--- config.mk ---
export PLATFORM = sky130hd
export DESIGN_NAME = clause22_mgmt_register_bank
export DESIGN_NICKNAME = d
export VERILOG_FILES = /design/src/logic/mgmt_pkg.sv /design/src/logic/clause22_mgmt_register_bank.sv
export SDC_FILE = /design/constraint.sdc
export NUM_CORES = 1
export LEC_CHECK = 0
export ABC_AREA = 1
export BUFFER_PORTS_ARGS = -buffer_cell sky130_fd_sc_hd__buf_4
export CAP_MARGIN = 10
export CORE_UTILIZATION = 36
export DETAILED_ROUTE_END_ITERATION = 7
export PLACE_DENSITY = 0.61
export SLEW_MARGIN = 10
export SYNTH_ARGS = -nofsm -noshare
export SYNTH_HDL_FRONTEND = slang
export SYNTH_SLANG_ARGS = --single-unit
--- constraint.sdc ---
create_clock -name clock_i -period 3.7 [get_ports clock_i]
set_input_delay 0.555 -clock clock_i [delete_from_list [all_inputs] [get_ports clock_i]]
set_output_delay 0.555 -clock clock_i [all_outputs]
set_load 0.05 [all_outputs]
--- src/logic/mgmt_pkg.sv ---
// Constants, types and field layouts of the management register bank
package mgmt_pkg;
   // ---------------------------------------------------------------
   // Register offsets and indirect targets
   // ---------------------------------------------------------------
   localparam logic [4:0] REG_BASIC_CONTROL = 5'h00;
   localparam logic [4:0] REG_BASIC_STATUS = 5'h01;
   localparam logic [4:0] REG_PHY_IDENT_HIGH = 5'h02;
   localparam logic [4:0] REG_PHY_IDENT_LOW = 5'h03;
   localparam logic [4:0] REG_INDIRECT_MMD_SELECT = 5'h0d;
   localparam logic [4:0] REG_INDIRECT_MMD_WINDOW = 5'h0e;
   localparam logic [4:0] MMD_MEDIUM = 5'h01;
   localparam logic [4:0] MMD_CODING = 5'h03;
   localparam logic [4:0] MMD_AUTONEG = 5'h07;
   localparam logic [4:0] MMD_VENDOR = 5'h1e;
   localparam logic [15:0] ADDR_STD_CONTROL = 16'h0000;
   localparam logic [15:0] ADDR_T1L_MEDIUM_CONTROL = 16'h08f6;
   localparam logic [15:0] ADDR_T1L_CODING_CONTROL = 16'h08e6;
   localparam logic [15:0] ADDR_AUTONEG_CONTROL = 16'h0200;
   localparam logic [15:0] ADDR_VENDOR_SOFT_RESET = 16'h8810;
   localparam logic [15:0] ADDR_VENDOR_POWER_DOWN = 16'h8812;
   // ---------------------------------------------------------------
   // Field positions and reset values
   // ---------------------------------------------------------------
   localparam int BIT_SOFT_RESET = 15;
   localparam int BIT_LOOP = 14;
   localparam int BIT_AUTONEG_EN = 12;
   localparam int BIT_POWER_DOWN = 11;
   localparam int BIT_DETACH = 10;
   localparam int BIT_FULL_DUPLEX = 8;
   localparam int BIT_VENDOR_PD = 0;
   localparam int BIT_TEN_FD = 12;
   localparam int BIT_AN_DONE = 5;
   localparam int BIT_AN_ABLE = 3;
   localparam int BIT_LINK = 2;
   localparam int BIT_EXT_REGS = 0;
   localparam logic [15:0] BASIC_CONTROL_RESET = 16'h1100;
   localparam logic [15:0] BASIC_STATUS_RESET = 16'h1009;
   localparam logic AUTONEG_ENABLE_RESET = 1'b1;
   // Arbitrary identification values, not those of any real part
   localparam logic [15:0] IDENT_HIGH_VALUE = 16'h1a2b;
   localparam logic [15:0] IDENT_LOW_VALUE = 16'h3c4d;
   // ---------------------------------------------------------------
   // Frame and indirect access encodings
   // ---------------------------------------------------------------
   localparam logic [1:0] OP_WRITE = 2'b01;
   localparam logic [1:0] OP_READ = 2'b10;
   localparam logic [5:0] PREAMBLE_BITS = 6'h20;
   localparam logic [3:0] HEADER_LAST = 4'hb;
   localparam logic [3:0] DATA_LAST = 4'hf;
   localparam logic [1:0] FUNC_ADDRESS = 2'b00;
   localparam logic [1:0] FUNC_DATA = 2'b01;
   localparam logic [1:0] FUNC_DATA_INC_RW = 2'b10;
   localparam logic [1:0] FUNC_DATA_INC_WR = 2'b11;
   // ---------------------------------------------------------------
   // Timing
   // ---------------------------------------------------------------
   localparam int CLK_MHZ = 200;
   localparam int START_UP_NS = 2000;
   localparam int START_UP_CYCLES = (START_UP_NS * CLK_MHZ + 999) / 1000;
   localparam logic [1:0] STRAP_SETTLE = 2'h3;
   // ---------------------------------------------------------------
   // Types
   // ---------------------------------------------------------------
   typedef enum logic [4:0] {
      ST_IDLE = 5'h01,
      ST_START = 5'h02,
      ST_HEADER = 5'h04,
      ST_TURN = 5'h08,
      ST_DATA = 5'h10
   } frame_state_e;
   typedef struct packed {
      logic soft_reset_request;
      logic pcs_local_loop_enable;
      logic autoneg_enable_mirror;
      logic soft_power_down;
      logic mac_side_detach;
   } ctrl_s;
   typedef struct packed {
      logic mdc;
      logic mdio;
      logic link_up;
      logic autoneg_done;
      logic power_down_strap;
      logic [4:0] phy_addr;
   } pins_s;
   typedef struct packed {
      logic [1:0] func;
      logic [4:0] devad;
   } mmd_sel_s;
endpackage

--- src/logic/clause22_mgmt_register_bank.sv ---
// Clause 22 management register bank with MDIO slave and indirect Indirect_mmd_window
`timescale 1ns/1ps
module clause22_mgmt_register_bank #(
   parameter logic [15:0] IDENT_HIGH = mgmt_pkg::IDENT_HIGH_VALUE,
   parameter logic [15:0] IDENT_LOW = mgmt_pkg::IDENT_LOW_VALUE,
   parameter int START_UP_CYC = mgmt_pkg::START_UP_CYCLES
) (
   // Clock and reset
   input wire logic clock_i,
   input wire logic rst_n_i,
   // Management link, two-way data split in three
   input wire logic mdc_i,
   input wire logic mdio_i,
   output logic mdio_o,
   output logic mdio_oe_n_o,
   // Engine status and straps
   input wire logic link_up_i,
   input wire logic autoneg_done_i,
   input wire logic power_down_strap_i,
   input wire logic [4:0] phy_addr_strap_i,
   // Control towards the engines
   output mgmt_pkg::ctrl_s ctrl_o
);
   // ---------------------------------------------------------------
   // Declarations
   // ---------------------------------------------------------------
   mgmt_pkg::pins_s pins_raw; // Raw asynchronous inputs
   mgmt_pkg::pins_s meta_ff; // First synchroniser stage
   mgmt_pkg::pins_s sync_ff; // Second stage, the only one logic reads
   logic mdc_d_ff; // Previous clock level for edge finding
   logic link_d_ff; // Previous link level
   logic mdc_rise; // Rising management clock edge
   logic [1:0] init_cnt_ff; // Settle count before straps are caught
   logic [4:0] phy_addr_ff; // Captured address strap
   logic pd_strap_ff; // Captured power-down strap
   mgmt_pkg::frame_state_e state_ff;
   logic [5:0] pre_cnt_ff; // Run of ones seen as preamble
   logic [3:0] bit_cnt_ff; // Position inside current field
   logic [11:0] hdr_ff; // Op, PHY address, register address
   logic [15:0] data_sh_ff; // Incoming data bits
   logic [11:0] nxt_hdr;
   logic [15:0] wr_data;
   logic rd_take; // Read header accepted this cycle
   logic wr_take; // Write frame complete this cycle
   logic [15:0] out_sh_ff; // Outgoing read data
   logic reading_ff; // Read in progress
   mgmt_pkg::ctrl_s ctrl_ff;
   logic [31:0] sr_cnt_ff; // Start-up timer of soft reset cycle
   logic fail_ff; // Link dropped since last status read or soft reset
   mgmt_pkg::mmd_sel_s sel_ff;
   logic [15:0] mmd_addr_ff;
   logic mmd_wr;
   logic mmd_rd;
   logic sr_start;
   logic status_rd;

   assign pins_raw = '{mdc: mdc_i, mdio: mdio_i, link_up: link_up_i,
      autoneg_done: autoneg_done_i, power_down_strap: power_down_strap_i,
      phy_addr: phy_addr_strap_i};

   // ---------------------------------------------------------------
   // Input synchronisers
   // ---------------------------------------------------------------
   // Two stages for every pin; edge finder looks only at second stage
   always_ff @(posedge clock_i or negedge rst_n_i) begin
      if (!rst_n_i) begin
         meta_ff <= '0;
         sync_ff <= '0;
         mdc_d_ff <= 1'b0;
         link_d_ff <= 1'b0;
      end else begin
         meta_ff <= pins_raw;
         sync_ff <= meta_ff;
         mdc_d_ff <= sync_ff.mdc;
         link_d_ff <= sync_ff.link_up;
      end
   end

   assign mdc_rise = sync_ff.mdc & ~mdc_d_ff;

   // ---------------------------------------------------------------
   // Strap capture after reset release
   // ---------------------------------------------------------------
   // Straps are caught only once synchronisers hold settled values
   always_ff @(posedge clock_i or negedge rst_n_i) begin
      if (!rst_n_i) begin
         init_cnt_ff <= 2'h0;
         phy_addr_ff <= 5'h00;
         pd_strap_ff <= 1'b0;
      end else if (init_cnt_ff != mgmt_pkg::STRAP_SETTLE) begin
         init_cnt_ff <= init_cnt_ff + 2'h1;
         if (init_cnt_ff == mgmt_pkg::STRAP_SETTLE - 2'h1) begin
            phy_addr_ff <= sync_ff.phy_addr;
            pd_strap_ff <= sync_ff.power_down_strap;
         end
      end
   end

   // ---------------------------------------------------------------
   // Frame receiver
   // ---------------------------------------------------------------
   assign nxt_hdr = {hdr_ff[10:0], sync_ff.mdio};
   assign wr_data = {data_sh_ff[14:0], sync_ff.mdio};
   assign rd_take = mdc_rise && state_ff == mgmt_pkg::ST_HEADER &&
      bit_cnt_ff == mgmt_pkg::HEADER_LAST && nxt_hdr[11:10] == mgmt_pkg::OP_READ &&
      nxt_hdr[9:5] == phy_addr_ff;
   assign wr_take = mdc_rise && state_ff == mgmt_pkg::ST_DATA &&
      bit_cnt_ff == mgmt_pkg::DATA_LAST && hdr_ff[11:10] == mgmt_pkg::OP_WRITE &&
      hdr_ff[9:5] == phy_addr_ff;

   // Every frame must open with a full preamble; none may be skipped
   always_ff @(posedge clock_i or negedge rst_n_i) begin
      if (!rst_n_i) begin
         state_ff <= mgmt_pkg::ST_IDLE;
         pre_cnt_ff <= 6'h00;
         bit_cnt_ff <= 4'h0;
         hdr_ff <= 12'h000;
         data_sh_ff <= 16'h0000;
      end else if (mdc_rise) begin
         case (state_ff)
            mgmt_pkg::ST_IDLE: begin
               // Count ones, a zero after a full run is the start bit
               if (sync_ff.mdio) begin
                  if (pre_cnt_ff != mgmt_pkg::PREAMBLE_BITS) begin
                     pre_cnt_ff <= pre_cnt_ff + 6'h01;
                  end
               end else begin
                  if (pre_cnt_ff == mgmt_pkg::PREAMBLE_BITS) begin
                     state_ff <= mgmt_pkg::ST_START;
                  end
                  pre_cnt_ff <= 6'h00;
               end
            end
            mgmt_pkg::ST_START: begin
               // Second start bit must be one, else start over
               state_ff <= sync_ff.mdio ? mgmt_pkg::ST_HEADER : mgmt_pkg::ST_IDLE;
               bit_cnt_ff <= 4'h0;
            end
            mgmt_pkg::ST_HEADER: begin
               hdr_ff <= nxt_hdr;
               bit_cnt_ff <= bit_cnt_ff + 4'h1;
               if (bit_cnt_ff == mgmt_pkg::HEADER_LAST) begin
                  state_ff <= mgmt_pkg::ST_TURN;
                  bit_cnt_ff <= 4'h0;
               end
            end
            mgmt_pkg::ST_TURN: begin
               // Two turnaround bits
               bit_cnt_ff <= bit_cnt_ff + 4'h1;
               if (bit_cnt_ff == 4'h1) begin
                  state_ff <= mgmt_pkg::ST_DATA;
                  bit_cnt_ff <= 4'h0;
               end
            end
            mgmt_pkg::ST_DATA: begin
               // Sixteen data bits, most significant first
               data_sh_ff <= wr_data;
               bit_cnt_ff <= bit_cnt_ff + 4'h1;
               if (bit_cnt_ff == mgmt_pkg::DATA_LAST) begin
                  state_ff <= mgmt_pkg::ST_IDLE;
                  bit_cnt_ff <= 4'h0;
               end
            end
            default: begin
               state_ff <= mgmt_pkg::ST_IDLE;
            end
         endcase
      end
   end

   // ---------------------------------------------------------------
   // Read images
   // ---------------------------------------------------------------
   // Shared image of the control word; all aliases read this same state
   function automatic logic [15:0] ctrl_image();
      logic [15:0] v;
      v = 16'h0000; // Speed, one-way, collision, reserved read zero
      v[mgmt_pkg::BIT_SOFT_RESET] = ctrl_ff.soft_reset_request;
      v[mgmt_pkg::BIT_LOOP] = ctrl_ff.pcs_local_loop_enable;
      v[mgmt_pkg::BIT_AUTONEG_EN] = ctrl_ff.autoneg_enable_mirror;
      v[mgmt_pkg::BIT_POWER_DOWN] = ctrl_ff.soft_power_down;
      v[mgmt_pkg::BIT_DETACH] = ctrl_ff.mac_side_detach;
      v[mgmt_pkg::BIT_FULL_DUPLEX] = 1'b1;
      return v;
   endfunction

   // Status word; unsupported abilities and faults stay zero
   function automatic logic [15:0] status_image();
      logic [15:0] v;
      v = 16'h0000;
      v[mgmt_pkg::BIT_TEN_FD] = 1'b1;
      v[mgmt_pkg::BIT_AN_DONE] = sync_ff.autoneg_done;
      v[mgmt_pkg::BIT_AN_ABLE] = 1'b1;
      v[mgmt_pkg::BIT_LINK] = sync_ff.link_up & ~fail_ff;
      v[mgmt_pkg::BIT_EXT_REGS] = 1'b1;
      return v;
   endfunction

   // Indirect targets that hold mirrored bits; others read zero
   function automatic logic [15:0] mmd_image(input logic [4:0] dev, input logic [15:0] a);
      logic [15:0] v;
      v = 16'h0000;
      if ((dev == mgmt_pkg::MMD_MEDIUM || dev == mgmt_pkg::MMD_CODING) &&
          a == mgmt_pkg::ADDR_STD_CONTROL) begin
         v[mgmt_pkg::BIT_SOFT_RESET] = ctrl_ff.soft_reset_request;
         if (dev == mgmt_pkg::MMD_CODING) begin
            v[mgmt_pkg::BIT_LOOP] = ctrl_ff.pcs_local_loop_enable;
         end
      end else if ((dev == mgmt_pkg::MMD_MEDIUM && a == mgmt_pkg::ADDR_T1L_MEDIUM_CONTROL) ||
                   (dev == mgmt_pkg::MMD_CODING && a == mgmt_pkg::ADDR_T1L_CODING_CONTROL) ||
                   (dev == mgmt_pkg::MMD_VENDOR && a == mgmt_pkg::ADDR_VENDOR_SOFT_RESET)) begin
         v[mgmt_pkg::BIT_SOFT_RESET] = ctrl_ff.soft_reset_request;
      end else if (dev == mgmt_pkg::MMD_VENDOR && a == mgmt_pkg::ADDR_VENDOR_POWER_DOWN) begin
         v[mgmt_pkg::BIT_VENDOR_PD] = ctrl_ff.soft_power_down;
      end else if (dev == mgmt_pkg::MMD_AUTONEG && a == mgmt_pkg::ADDR_AUTONEG_CONTROL) begin
         v[mgmt_pkg::BIT_AUTONEG_EN] = ctrl_ff.autoneg_enable_mirror;
      end
      return v;
   endfunction

   // Register image selected by the Clause 22 address
   function automatic logic [15:0] c22_image(input logic [4:0] r);
      logic [15:0] v;
      v = 16'h0000; // Unimplemented addresses read zero
      case (r)
         mgmt_pkg::REG_BASIC_CONTROL: v = ctrl_image();
         mgmt_pkg::REG_BASIC_STATUS: v = status_image();
         mgmt_pkg::REG_PHY_IDENT_HIGH: v = IDENT_HIGH;
         mgmt_pkg::REG_PHY_IDENT_LOW: v = IDENT_LOW;
         mgmt_pkg::REG_INDIRECT_MMD_SELECT: v = {sel_ff.func, 9'h000, sel_ff.devad};
         mgmt_pkg::REG_INDIRECT_MMD_WINDOW: begin
            v = (sel_ff.func == mgmt_pkg::FUNC_ADDRESS) ? mmd_addr_ff :
               mmd_image(sel_ff.devad, mmd_addr_ff);
         end
         default: v = 16'h0000;
      endcase
      return v;
   endfunction

   // ---------------------------------------------------------------
   // Read data driver
   // ---------------------------------------------------------------
   // Drive zero in second turnaround bit, then data; release after last
   always_ff @(posedge clock_i or negedge rst_n_i) begin
      if (!rst_n_i) begin
         out_sh_ff <= 16'h0000;
         reading_ff <= 1'b0;
         mdio_o <= 1'b1;
         mdio_oe_n_o <= 1'b1;
      end else if (rd_take) begin
         out_sh_ff <= c22_image(nxt_hdr[4:0]);
         reading_ff <= 1'b1;
      end else if (mdc_rise && reading_ff) begin
         if (state_ff == mgmt_pkg::ST_TURN && bit_cnt_ff == 4'h0) begin
            mdio_o <= 1'b0;
            mdio_oe_n_o <= 1'b0;
         end else if (state_ff == mgmt_pkg::ST_DATA && bit_cnt_ff == mgmt_pkg::DATA_LAST) begin
            reading_ff <= 1'b0;
            mdio_o <= 1'b1;
            mdio_oe_n_o <= 1'b1;
         end else begin
            mdio_o <= out_sh_ff[15];
            out_sh_ff <= {out_sh_ff[14:0], 1'b0};
         end
      end
   end

   // ---------------------------------------------------------------
   // Write and read decode
   // ---------------------------------------------------------------
   assign mmd_wr = wr_take && hdr_ff[4:0] == mgmt_pkg::REG_INDIRECT_MMD_WINDOW &&
      sel_ff.func != mgmt_pkg::FUNC_ADDRESS;
   assign mmd_rd = rd_take && nxt_hdr[4:0] == mgmt_pkg::REG_INDIRECT_MMD_WINDOW &&
      sel_ff.func != mgmt_pkg::FUNC_ADDRESS;
   assign status_rd = rd_take && nxt_hdr[4:0] == mgmt_pkg::REG_BASIC_STATUS;

   function automatic logic hit(input logic [4:0] dev, input logic [15:0] a);
      return mmd_wr && sel_ff.devad == dev && mmd_addr_ff == a;
   endfunction

   function automatic logic ctrl_wr();
      return wr_take && hdr_ff[4:0] == mgmt_pkg::REG_BASIC_CONTROL;
   endfunction

   // Any alias of the reset bit reaches the one stored bit
   // Process form so that signals read inside the functions wake it
   always_comb begin
      sr_start = wr_data[mgmt_pkg::BIT_SOFT_RESET] && (ctrl_wr() ||
         hit(mgmt_pkg::MMD_MEDIUM, mgmt_pkg::ADDR_STD_CONTROL) ||
         hit(mgmt_pkg::MMD_MEDIUM, mgmt_pkg::ADDR_T1L_MEDIUM_CONTROL) ||
         hit(mgmt_pkg::MMD_CODING, mgmt_pkg::ADDR_STD_CONTROL) ||
         hit(mgmt_pkg::MMD_CODING, mgmt_pkg::ADDR_T1L_CODING_CONTROL) ||
         hit(mgmt_pkg::MMD_VENDOR, mgmt_pkg::ADDR_VENDOR_SOFT_RESET));
   end

   // ---------------------------------------------------------------
   // Control bits
   // ---------------------------------------------------------------
   // Soft reset restores defaults at once, then holds for start-up time
   always_ff @(posedge clock_i or negedge rst_n_i) begin
      if (!rst_n_i) begin
         ctrl_ff <= '{1'b0, 1'b0, mgmt_pkg::AUTONEG_ENABLE_RESET, 1'b0, 1'b0};
         sr_cnt_ff <= 32'h0000_0000;
      end else if (init_cnt_ff == mgmt_pkg::STRAP_SETTLE - 2'h1) begin
         ctrl_ff.soft_power_down <= sync_ff.power_down_strap;
      end else if (sr_start) begin
         ctrl_ff <= '{1'b1, 1'b0, mgmt_pkg::AUTONEG_ENABLE_RESET, pd_strap_ff, 1'b0};
         sr_cnt_ff <= 32'h0000_0000;
      end else begin
         if (ctrl_ff.soft_reset_request) begin
            // Self clear once start-up has run out
            sr_cnt_ff <= sr_cnt_ff + 32'h0000_0001;
            if (sr_cnt_ff == 32'(START_UP_CYC - 1)) begin
               ctrl_ff.soft_reset_request <= 1'b0;
            end
         end
         // Only writable bits take data; constant bits are dropped
         if (ctrl_wr()) begin
            ctrl_ff.pcs_local_loop_enable <= wr_data[mgmt_pkg::BIT_LOOP];
            ctrl_ff.soft_power_down <= wr_data[mgmt_pkg::BIT_POWER_DOWN];
            ctrl_ff.mac_side_detach <= wr_data[mgmt_pkg::BIT_DETACH];
         end
         if (hit(mgmt_pkg::MMD_CODING, mgmt_pkg::ADDR_STD_CONTROL)) begin
            ctrl_ff.pcs_local_loop_enable <= wr_data[mgmt_pkg::BIT_LOOP];
         end
         if (hit(mgmt_pkg::MMD_VENDOR, mgmt_pkg::ADDR_VENDOR_POWER_DOWN)) begin
            ctrl_ff.soft_power_down <= wr_data[mgmt_pkg::BIT_VENDOR_PD];
         end
         if (hit(mgmt_pkg::MMD_AUTONEG, mgmt_pkg::ADDR_AUTONEG_CONTROL)) begin
            ctrl_ff.autoneg_enable_mirror <= wr_data[mgmt_pkg::BIT_AUTONEG_EN];
         end
      end
   end

   assign ctrl_o = ctrl_ff;

   // ---------------------------------------------------------------
   // Link latch
   // ---------------------------------------------------------------
   // A drop seen in the cycle of a status read still latches
   always_ff @(posedge clock_i or negedge rst_n_i) begin
      if (!rst_n_i) begin
         fail_ff <= 1'b0;
      end else if (link_d_ff && !sync_ff.link_up) begin
         fail_ff <= 1'b1;
      end else if (status_rd || sr_start) begin
         fail_ff <= 1'b0;
      end
   end

   // ---------------------------------------------------------------
   // Indirect access registers
   // ---------------------------------------------------------------
   // Address steps after the access when the function asks for it
   always_ff @(posedge clock_i or negedge rst_n_i) begin
      if (!rst_n_i) begin
         sel_ff <= '0;
         mmd_addr_ff <= 16'h0000;
      end else if (sr_start) begin
         sel_ff <= '0;
         mmd_addr_ff <= 16'h0000;
      end else if (wr_take && hdr_ff[4:0] == mgmt_pkg::REG_INDIRECT_MMD_SELECT) begin
         sel_ff <= '{wr_data[15:14], wr_data[4:0]}; // Reserved middle bits dropped
      end else if (wr_take && hdr_ff[4:0] == mgmt_pkg::REG_INDIRECT_MMD_WINDOW) begin
         if (sel_ff.func == mgmt_pkg::FUNC_ADDRESS) begin
            mmd_addr_ff <= wr_data;
         end else if (sel_ff.func != mgmt_pkg::FUNC_DATA) begin
            mmd_addr_ff <= mmd_addr_ff + 16'h0001;
         end
      end else if (mmd_rd && sel_ff.func == mgmt_pkg::FUNC_DATA_INC_RW) begin
         mmd_addr_ff <= mmd_addr_ff + 16'h0001;
      end
   end
endmodule

==> results.md, run 1 <==
* Initial Util at between 30 and 40%
* DR pass1 iterations at 5
* Area growth, synth to finish at 11.79%
* Post-DR wirelength/cell at ~15 um
* Area share of the largest cell type after synthesis at between 40% and 50%
* Commonest non-fill, non-tap cell in the layout: nand2_1
* Die ar. at 23550 sq um
* Detailed Route WL at a little over 20000 um
* N_diodes at 0
* Die Span X at 153.5 um
* Flops & latches, synth at about 150
* Sink Count at ~150
* Status: completed
* DP HPWL at 15000 um
* Met1 Resource Use GR at between 20% and 30%
* Die Ht at between 150 and 200 um
* Final worst setup slack at ~0.86 ns
* Dpl ws at between 0.8 and 0.9 ns
* Fin crit period at 2.837 ns
* Worst-margin pin slew at 0.7675 ns
* Syn Std Cell Area at between 8000 and 9000 sq um
* Syn Inst Count at about 1100
* CTS tree: done
* Overall power at 4.113 mW
* Synth Area per Inst at between 7 and 8 sq um
* Hold Vio Cnt, Final at 0
* Layout cell share with drive strength beyond 1 at 8.799%
* Vias in the first global route at 6705
* Worst R2R Start: init_cnt_ff[0]
* Global Route Usage Sum at 18.69%
* Clock buffer count from CTS at 17
* Most frequent cells in the layout: nand2_1 (180), inv_1 (171), dfrtp_1 (148), nor2_1 (116), nand3_1 (87)
* Clock share of power at about 41%
* Cell Chain, Critical Path: inv_1 > ha_1 > inv_1 > nand2_2 > inv_2 > nand3_1 > nor2_1 > nand3_1 > nor4_1 > nand3_1 > o21ai_0 > nor2_1
* Sw Share at between 20 and 30%
* Yosys cell types at 51
* Placed Cells incl. Taps at 1344
* Setup crit start: init_cnt_ff[0]
* CP dominant cell by count: nand3_1
* Syn. warnings at 0
* Root Buffer: clkbuf_16
* Worst Skew at approximately 0.011 ns
* H-tree depth at 4
* CTS-repair resized insts at 0
* Reg2Reg Capture Point: sr_cnt_ff[21]
* Initial antenna violation count at 0
* Net Switching at between 1 and 1.5 mW
* Clock Latency Late Sink at around 0.44 ns
* Tcrit/Tclk final at between 70% and 80%
* RSZ-0062 raised after global routing: no
* Power per cell area at 445.5 nW/um^2
* Async SR Flop Fraction at 100.0%
* Initial DRC Count at ~640
* Hold Crit Class: in -> async
* Synth area leaders: dfrtp_1 (45%), nand2_1 (8.2%), inv_1 (7.8%)
* Total nets after synthesis at 1084
* Nets at approximately 1100
* Relative slew slack at about half
* Grt total ovfl at 0
* Grt met2 use at between 20% and 30%
* Gpl congestion at between 0.9 and 1
* Post-CTS setup repair buffer count at 0
* Placement Cell Area at between 8000 and 9000 sq um
* GR peak layer: met2
* # IOs at 19
* # hold bufs at CTS at 0
* Internal reg-to-reg setup slack at about 0.86 ns
* EDFF count, synth at 0
* Row Count at 55
* Critical Path End Type: register
* R2R depth at 12
* WS Path Type: reg -> reg
* Largest net degree at the start of global routing at ~110
* Sequential-to-total area share from yosys stat at 46.12%
* Largest area contributor in the netlist: dfrtp_1
* CP max stage delay at between 0.3 and 0.4 ns
* Comb pwr share at 13.8%
* Final max-slew violation count at 0
* Max FO, Critical Path at 17
* Drt drc at 0
* Final Non-Filler Cells at approximately 1400
* Antenna Nets Post-Route at 0
* Vias/cell at 5.099
* CP required at approximately 4 ns
* Maxcap violations at 0
* Arrival time worst endpoint at roughly 3.2 ns
* Leak pwr at ~4.4 nW
* Max Freq at 352.5 MHz
* Max VDD drop at between 0.0002 and 0.00025 V
* Pint at around 2.9 mW
* Critical path's slowest cell: dfrtp_1
* Clk buf depth at 2
* Clock Pin Slew Worst Setup and Hold Paths at roughly 0.060 ns
* Main synth FF type: dfrtp_1
* Met3 Usage GRT at under 10%
* CP Launch Type: register
* # setup viols final at 0
* Global-route wire length before repair at 34890 um
* CORE AREA at approximately 23000 sq um
* PortBufs at 18
* TNS Setup at 0 ns
* Vias post-DR at 7016
* Fin area at roughly 9000 sq um
* Flop pwr share at a little under half
## registers in the layout, indices dropped and copies added, names as in the netlist, 2 cells and up
name	cells
init_cnt_ff	2
out_sh_ff	16
pre_cnt_ff	6
sel_ff	7
hdr_ff	12
data_sh_ff	15
bit_cnt_ff	4
ctrl_o	5
sync_ff	9
phy_addr_ff	5
meta_ff	10
mmd_addr_ff	16
state_ff	5
sr_cnt_ff	32
## worst max-delay path by stage
stage,endpoint,slack (ns),cells after the start
floorplan,sr_cnt_ff[21],1.56,12
global placement,mmd_addr_ff[3],0.90,12
detailed placement,sr_cnt_ff[21],0.85,12
CTS,sr_cnt_ff[21],0.85,12
global route,mmd_addr_ff[3],0.49,13
finish,sr_cnt_ff[21],0.86,12
## final cells by class
type | instances | area, sq um
inverter | 181 | 679.4
clock buffer | 19 | 442.9
timing repair buffer | 19 | 158.9
tap | 285 | 356.6
sequential | 152 | 3809
multi-input combinational | 707 | 3661
fill | 2300 | 13340
clock inverter | 13 | 123.9
## synthesized netlist by cell type (all sizes together), types with 8 or more instances
cell and number:
or2 8, nand4 20, nor2 128, xor2 21
clkbuf 10, ha 12, dfrtp 148, nand2 187
o22ai 15, nand3 92, a21oi 44, nor4 11
inv 180, o21ai 86, buf 10, nor3 31
## through the flow
stage	utilization (%)	hold slack, ns
3_3_place_gp	38.39	0.3349
4_1_cts	40.90	0.06006
6_report	40.90	0.04128
3_5_place_dp	38.39	0.3386
5_1_grt	40.90	0.08431
2_1_floorplan	-	0.2594
## metal layers
layer  wire length (um)  vias up
li1                   -     3507
met1               9957     3297
met2               8824      170
met3                986       42
met4                559        0
met5                  0        -
## cell families after synthesis
logic type / synth area share, %
AOI/OAI and AO/OA: 12.35
xor gates and xnor gates: 2.546
adders and majority gates: 1.818
buffers and inverters: 9.546
DFF: 46.12
and+or+nand+nor: 27.62
## power by group through the flow
| stage | logic, mW | registers (mW) | clock network, mW |
|---|---|---|---|
| floorplan | 0.414 | 1.88 | 0 |
| global placement | 0.559 | 1.90 | 0 |
| detailed placement | 0.560 | 1.90 | 0 |
| CTS | 0.564 | 1.87 | 1.71 |
| global route | 0.655 | 1.89 | 1.77 |
| finish | 0.567 | 1.87 | 1.67 |
## worst max-delay path: cells and delay by family, from the launching register on
family	cells	cell delay [ns]
simple gates	7	1.30
flops	1	0.38
fa+ha+maj	1	0.27
buf+inv	3	0.59
compound gates	1	0.18
Power figures use the tool's default switching activity.
==> inputs of run 2 (changes only) <==
- ABC_AREA: 1 -> 0
- PLACE_DENSITY: 0.61 -> 0.63
- clock period: 3.7 -> 2.4 ns (I/O delays scaled with it)
==> run 2 against run 1 <==
  * Highest routed layer unchanged
  * The run now ends with negative setup slack left
  * Hold slack got worse by 0.016 ns
  * Clock-buffer cell count decreased by 1
  * Routed wire length is 4.5% lower
  * Global-route usage shrank 0.094 points
  * Clock power up 62%
  * Clock skew fell by 0.00055 ns
  * Via count shrank 9.3%
  * Synthesized area is 4.8% lower
  * Total power grew 34%
  * Die area decreased by 4.8%
  * Combinational power is 67% lower
==> results.md, run 2 <==
* Maxcap violations at 0 (unchanged)
* Clock buffer count from CTS at 17 (unchanged)
* Worst Path Buf+Inv at 0 (-3)
* Clock Latency Late Sink at 0.44 ns (about the same)
* Hold depth at 1
* Final worst setup slack at -0.1612 ns (-1.024 ns)
* RSZ-0062 raised after global routing: yes
* Hold_ws at 0.02508 ns (-0.01620 ns)
* Area growth, synth to finish at 23.69%
* Overall power at 5.526 mW (+34%)
* Met3 WL at 966 um (-2.0%)
* Largest Register: sr_cnt_ff
* Placed Cells incl. Taps at 1155 (-14%)
* Hold Vio Cnt, Final at 0 (unchanged)
* Power per cell area at 568.5 nW/um^2 (+28%)
* Detailed Route WL at 19410 um (-4.5%)
* Global-route wire length before repair at 32350 um (-7.3%)
* N_diodes at 0 (unchanged)
* CORE AREA at 21220 sq um (-6.0%)
* PortBufs at 18 (unchanged)
* Leak pwr at 4.399 nW (about the same)
* CP max stage delay at 0.54 ns (+0.16 ns)
* TNS Setup at -0.4961 ns (-0.4961 ns)
* M1 WL at 9351 um (-6.1%)
* # IOs at 19 (unchanged)
* Layout cell share with drive strength beyond 1 at 25.03% (+16 points)
* DR top layer: met4
* Largest area contributor in the netlist: dfrtp_1
* Row Count at 53 (-3.6%)
* Failing checks: negative setup slack
* Critical Path End Type: register
* EDFF count, synth at 0 (unchanged)
* CP required at 2.70 ns (-1.32 ns)
* Worst R2R Start: mmd_addr_ff[10]
* Worst Skew at 0.01028 ns (-0.0005459 ns)
* Die ar. at 22420 sq um (-4.8%)
* Total nets after synthesis at 832 (-23%)
* Global Route Usage Sum at 18.60% (-0.094 points)
* Reg2Reg Capture Point: ctrl_o[1]
* DP HPWL at 13820 um (-7.9%)
* Sink Count at 152 (unchanged)
* Dpl ws at -0.1356 ns (-0.9896 ns)
* WS Path Type: reg -> reg
* Largest net degree at the start of global routing at 65 (-39%)
* Post-synth top cells: dfrtp_1 (148), nor2_1 (98), nand2_1 (71)
* Hold Crit Class: in -> reg
* DR pass1 iterations at 6 (+1)
* Min-delay src: mdio_i
* Tcrit/Tclk final at 106.7% (+30 points)
* Most common cell in the netlist: dfrtp_1
* Crit path max-delay family: simple AND/OR/NAND/NOR gates
* Fin crit period at 2.561 ns (-0.2756 ns)
* Max FO, Critical Path at 2 (-15)
* CTS tree: done
* Async SR Flop Fraction at 100.0% (unchanged)
* Synth area leaders: dfrtp_1 (47%), mux2_2 (4.9%), nor2_1 (4.7%)
* Synth Area per Inst at 9.725 sq um (+25%)
* Initial DRC Count at 443 (-31%)
* Yosys cell types at 71 (+39%)
* Die Span X at 149.7 um (-2.4%)
* H-tree depth at 4 (unchanged)
* Vias post-DR at 6362 (-9.3%)
* Post-DR wirelength/cell at 16.25 um (+10%)
* Most frequent cells in the layout: dfrtp_1 (148), buf_4 (98), nor2_1 (94), nand2_1 (71), a21oi_1 (50)
* Critical path's slowest cell: or4b_4
* Internal reg-to-reg setup slack at -0.16 ns (-1.02 ns)
* Gpl congestion at 0.8691 (-6.4%)
* Final max-slew violation count at 0 (unchanged)
* Area share of the largest cell type after synthesis at 47.13% (+2.3 points)
* Vias/cell at 5.328 (+4.5%)
* Crit. path cell count at 7 (-5)
* Arrival time worst endpoint at 2.86 ns (-0.30 ns)
* # setup viols final at 28 (+28)
* Clk buf depth at 2 (unchanged)
* Flops & latches, synth at 152 (unchanged)
* Final Non-Filler Cells at 1194 (-13%)
* Main synth FF type: dfrtp_1
* CP Launch Type: register
* Worst-margin pin slew at 0.4924 ns (-0.2751 ns)
* Met2 routed WL at 8815 um (-0.10%)
* Root Buffer: clkbuf_16
* Nets at 930 (-16%)
* Initial Util at 37.03% (+0.44 points)
* Grt total ovfl at 0 (unchanged)
* Syn. warnings at 0 (unchanged)
* R2R depth at 7 (-5)
* Sequential-to-total area share from yosys stat at 48.47% (+2.4 points)
* Cell Chain, Critical Path: or4b_4 > or4_4 > nor4_4 > nor3b_4 > mux2_4 > o211ai_1 > a41oi_2
* Syn Inst Count at 808 (-24%)
* Max FFs per register at 32 (unchanged)
* Vias in the first global route at 6317 (-5.8%)
* WHS Endpoint: meta_ff[8]
* Relative slew slack at 66.87% (+19 points)
* Die Ht at 149.7 um (-2.4%)
* Status: finished, violations left
* Biggest registers after layout: sr_cnt_ff x32, mmd_addr_ff x16, out_sh_ff x16
* Antenna Nets Post-Route at 0 (unchanged)
* Clock Pin Slew Worst Setup and Hold Paths at 0.07 ns (about the same)
* Max Freq at 390.4 MHz (+11%)
* Max VDD drop at 0.0006400 V (+190%)
* Commonest non-fill, non-tap cell in the layout: dfrtp_1
* Drt drc at 0 (unchanged)
* Initial antenna violation count at 0 (unchanged)
* Syn Std Cell Area at 7858 sq um (-4.8%)
-- run 2: changes by cell type after synthesis, sizes merged, moves of 20 or more --
cell   change
mux2      +35
xnor2     +20
nor2      -27
inv      -157
nand3     -56
o21ai     -41
nand2    -116
-- run 2: logic make-up after synthesis --
group	after synthesis	synth area share, %
xor+xnor	46	5.127
compound gates	154	11.99
flops	152	48.47
mux	43	6.035
simple gates	346	23.55
buf+inv	55	2.914
fa+ha+maj	12	1.911
-- run 2: layout make-up --
cell class,instances,area (sq um)
fill,2001,11500
clock buffer,18,439.2
tap,275,344.1
multi-input combinational,601,3949
clock inverter,14,161.4
sequential,152,3809
timing repair buffer,111,930.9
inverter,23,86.33
-- run 2: how the worst max path moves through the flow --
stage	startpoint	end	slack, ns
final	mmd_addr_ff[10]	ctrl_o[1]	-0.16
after global routing	mmd_addr_ff[10]	ctrl_o[1]	-0.26
after CTS	mmd_addr_ff[10]	ctrl_o[1]	-0.16
after detailed placement	mmd_addr_ff[10]	ctrl_o[1]	-0.14
after global placement	mmd_addr_ff[10]	ctrl_o[1]	-0.14
after floorplan	mmd_addr_ff[10]	ctrl_o[1]	-0.05
-- run 2: worst register-to-register path: cells and delay by family (launching register included) --
| family | cells | cell delay (ns) |
|---|---|---|
| AOI/OAI and AO/OA | 2 | 0.25 |
| muxes | 1 | 0.32 |
| DFF | 1 | 0.38 |
| and+or+nand+nor | 4 | 1.48 |
-- run 2: metal layers --
layer	vias to the layer above	GRT usage [%]
li1	3072	-
met1	3127	25.64
met2	139	28.94
met3	24	4.634
met4	0	5.051
met5	-	0
-- run 2: power by group --
group          switching (mW)  internal (mW)  leakage (nW)
registers              0.0295           2.60          2.03
logic                   0.122         0.0670          2.08
clock network            1.20           1.50         0.293
total                    1.35           4.17          4.40
-- run 2: what timing repair did --
action	in CTS	in global routing
setup buffers	1	4
endpoints found under the hold margin	41	0
setup endpoints to repair	57	73
hold buffers	1	0
resized for setup	8	30
gates cloned	0	1
pin swaps	3	17
-- run 2: per-stage QoR --
stage	area [sq um]	util, %
after global routing	9719	45.80
after floorplan	7868	-
after CTS	9578	45.14
after detailed placement	8929	42.08
final	9719	45.80
after global placement	8929	42.08
==> inputs of run 3 (changes only) <==
--- a/config.mk
+++ b/config.mk
@@ -9,5 +9,7 @@
 export BUFFER_PORTS_ARGS = -buffer_cell sky130_fd_sc_hd__buf_4
 export CAP_MARGIN = 10
+export CORE_MARGIN = 4
 export CORE_UTILIZATION = 36
+export CTS_CLUSTER_DIAMETER = 150
 export DETAILED_ROUTE_END_ITERATION = 7
 export PLACE_DENSITY = 0.63
==> constraint.sdc (replaced) <==
create_clock -name clock_i -period 2.4 [get_ports clock_i]
set_input_delay 0.36 -clock clock_i [delete_from_list [all_inputs] [get_ports clock_i]]
set_output_delay 0.36 -clock clock_i [all_outputs]
set_load 0.01 [all_outputs]
==> run 3 against run 2 <==
  * The run still ends with negative setup slack left
  * Final area fell by 1.5%
  * Global-route usage fell by 2.3 points
  * Die area grew 8.2%
  * Combinational power is 4% lower
  * First-iteration DRC count increased by 20%
  * Total power barely moved
  * Largest cell class unchanged
  * Highest routed layer unchanged
==> results.md, run 3 (synthesized netlist as in run 2, its figures left out) <==
* Initial Util at 37.03% (unchanged)
* Power per cell area at 577.0 nW/um^2 (+1.5%)
* Failing checks: negative setup slack
* Final worst setup slack at -0.1815 ns (-0.02030 ns)
* Final Non-Filler Cells at 1184 (-0.84%)
* Layout cell share with drive strength beyond 1 at 22.66% (-2.4 points)
* Biggest registers after layout: sr_cnt_ff x32, mmd_addr_ff x16, out_sh_ff x16
* Final max-slew violation count at 0 (unchanged)
* Commonest non-fill, non-tap cell in the layout: dfrtp_1
* Detailed Route WL at 18970 um (-2.2%)
* RSZ-0062 raised after global routing: yes
* # IOs at 19 (unchanged)
* Initial antenna violation count at 0 (unchanged)
* Dpl ws at -0.1603 ns (-0.02468 ns)
* Placed Cells incl. Taps at 1151 (-0.35%)
* Max FO, Critical Path at 2 (unchanged)
* Fin crit period at 2.581 ns (+0.02030 ns)
* Largest net degree at the start of global routing at 47 (-28%)
* Die Ht at 155.7 um (+4.0%)
* WS Path Type: reg -> reg
* Clock buffer count from CTS at 17 (unchanged)
* Nets at 920 (-1.1%)
* Initial DRC Count at 532 (+20%)
* Die ar. at 24250 sq um (+8.2%)
* Clock Latency Late Sink at 0.43 ns (about the same)
* Grt total ovfl at 0 (unchanged)
* Global Route Usage Sum at 16.29% (-2.3 points)
* Critical Path End Type: register
* Max VDD drop at 0.0004756 V (-26%)
* Worst-margin pin slew at 0.5392 ns (+0.04682 ns)
* Global-route wire length before repair at 31740 um (-1.9%)
* CP Launch Type: register
* DR pass1 iterations at 5 (-1)
* Most frequent cells in the layout: dfrtp_1 (148), nor2_1 (97), buf_4 (92), nand2_1 (71), a21oi_1 (51)
* Max FFs per register at 32 (unchanged)
* Sink Count at 152 (unchanged)
* Area growth, synth to finish at 21.86%
* TNS Setup at -0.2877 ns (+0.2085 ns)
* Die Span X at 155.7 um (+4.0%)
* Clk buf depth at 2 (unchanged)
* Post-DR wirelength/cell at 16.02 um (-1.4%)
* Overall power at 5.525 mW (about the same)
* Leak pwr at 4.332 nW (-1.5%)
* Tcrit/Tclk final at 107.6% (+0.85 points)
* Vias post-DR at 6229 (-2.1%)
* Max Freq at 387.4 MHz (-0.79%)
* Clock Pin Slew Worst Setup and Hold Paths at 0.07 ns (about the same)
* CP required at 2.70 ns (about the same)
* Maxcap violations at 0 (unchanged)
* Root Buffer: clkbuf_16
* Worst Skew at 0.007544 ns (-0.002731 ns)
* Status: finished, violations left
* H-tree depth at 4 (unchanged)
* Drt drc at 0 (unchanged)
* Arrival time worst endpoint at 2.89 ns (+0.03 ns)
* Vias in the first global route at 6032 (-4.5%)
* Hold Vio Cnt, Final at 0 (unchanged)
* Gpl congestion at 0.8859 (+1.9%)
* # setup viols final at 23 (-18%)
* Hold Crit Class: in -> reg
* Largest Register: sr_cnt_ff
* Vias/cell at 5.261 (-1.3%)
* N_diodes at 0 (unchanged)
* CTS tree: done
* PortBufs at 18 (unchanged)
* CORE AREA at 21220 sq um (unchanged)
* DP HPWL at 13760 um (-0.44%)
* Row Count at 53 (unchanged)
* Hold_ws at 0.03106 ns (+0.005984 ns)
* Antenna Nets Post-Route at 0 (unchanged)
* Relative slew slack at 63.72% (-3.2 points)
-- run 3: cell types whose count changed in the layout (fill, tap and decap cells not counted), moves of 3 or more --
| cell | change |
|---|---|
| buf_4 | -6 |
| inv_8 | +3 |
| nor2_1 | +3 |
| nor2_2 | -3 |
-- run 3: path summary, 6_finish.rpt --
check,start,end,slack [ns],cells past startpoint
setup reg to reg,mmd_addr_ff[10],ctrl_o[1],-0.18,7
setup / recovery,mmd_addr_ff[10],ctrl_o[1],-0.18,7
hold / removal,phy_addr_strap_i[3],meta_ff[3],0.03,1
min in group asynchronous,rst_n_i,pre_cnt_ff[1],0.42,2
max in group asynchronous,rst_n_i,ctrl_o[2],1.28,3
hold reg to reg,meta_ff[5],sync_ff[5],0.35,0
-- run 3: routing by layer --
metal  share of wire, %  routed length (um)  vias up  global-route usage, %
met2                 45                8564      130                  24.64
met5                  0                   0        -                      0
met1                 48                9106     3018                  23.29
met4                1.7                 328        0                  4.960
met3                5.1                 973       24                  3.856
li1                   -                   -     3057                      -
-- run 3: timing repair --
item                       4_1_cts  5_1_grt
setup endpoints to repair       58       77
setup buffers                    0        0
hold endpoints to repair        41        0
resized for setup                8       10
hold buffers                     1        0
pin swaps                        2        2
-- run 3: metrics by stage --
stage	utilization [%]	area, sq um
floorplan	-	7868
global placement	41.88	8886
detailed placement	41.88	8886
CTS	44.94	9537
global route	45.12	9575
finish	45.12	9575
-- run 3: final cells by class --
type                       count  area, sq um
fill                        2038        11640
inverter                      23        86.33
tap                          275        344.1
timing repair buffer         101        834.6
sequential                   152         3809
clock inverter                15        177.7
multi-input combinational    601         3899
clock buffer                  17        425.4
-- run 3: worst max-delay path, stage by stage (launching register included) --
cell and delay, ns:
dfrtp_1 0.38, or4b_4 0.55, or4_4 0.45, nor4_4 0.25
nor3b_4 0.28, mux2_4 0.32, o211ai_1 0.11, a41oi_2 0.13
-- run 3: power breakdown --
part | internal [mW] | switching, mW | total, mW
combinational | 0.0655 | 0.116 | 0.182
clock | 1.49 | 1.22 | 2.71
sequential | 2.60 | 0.0285 | 2.63
total | 4.16 | 1.36 | 5.53
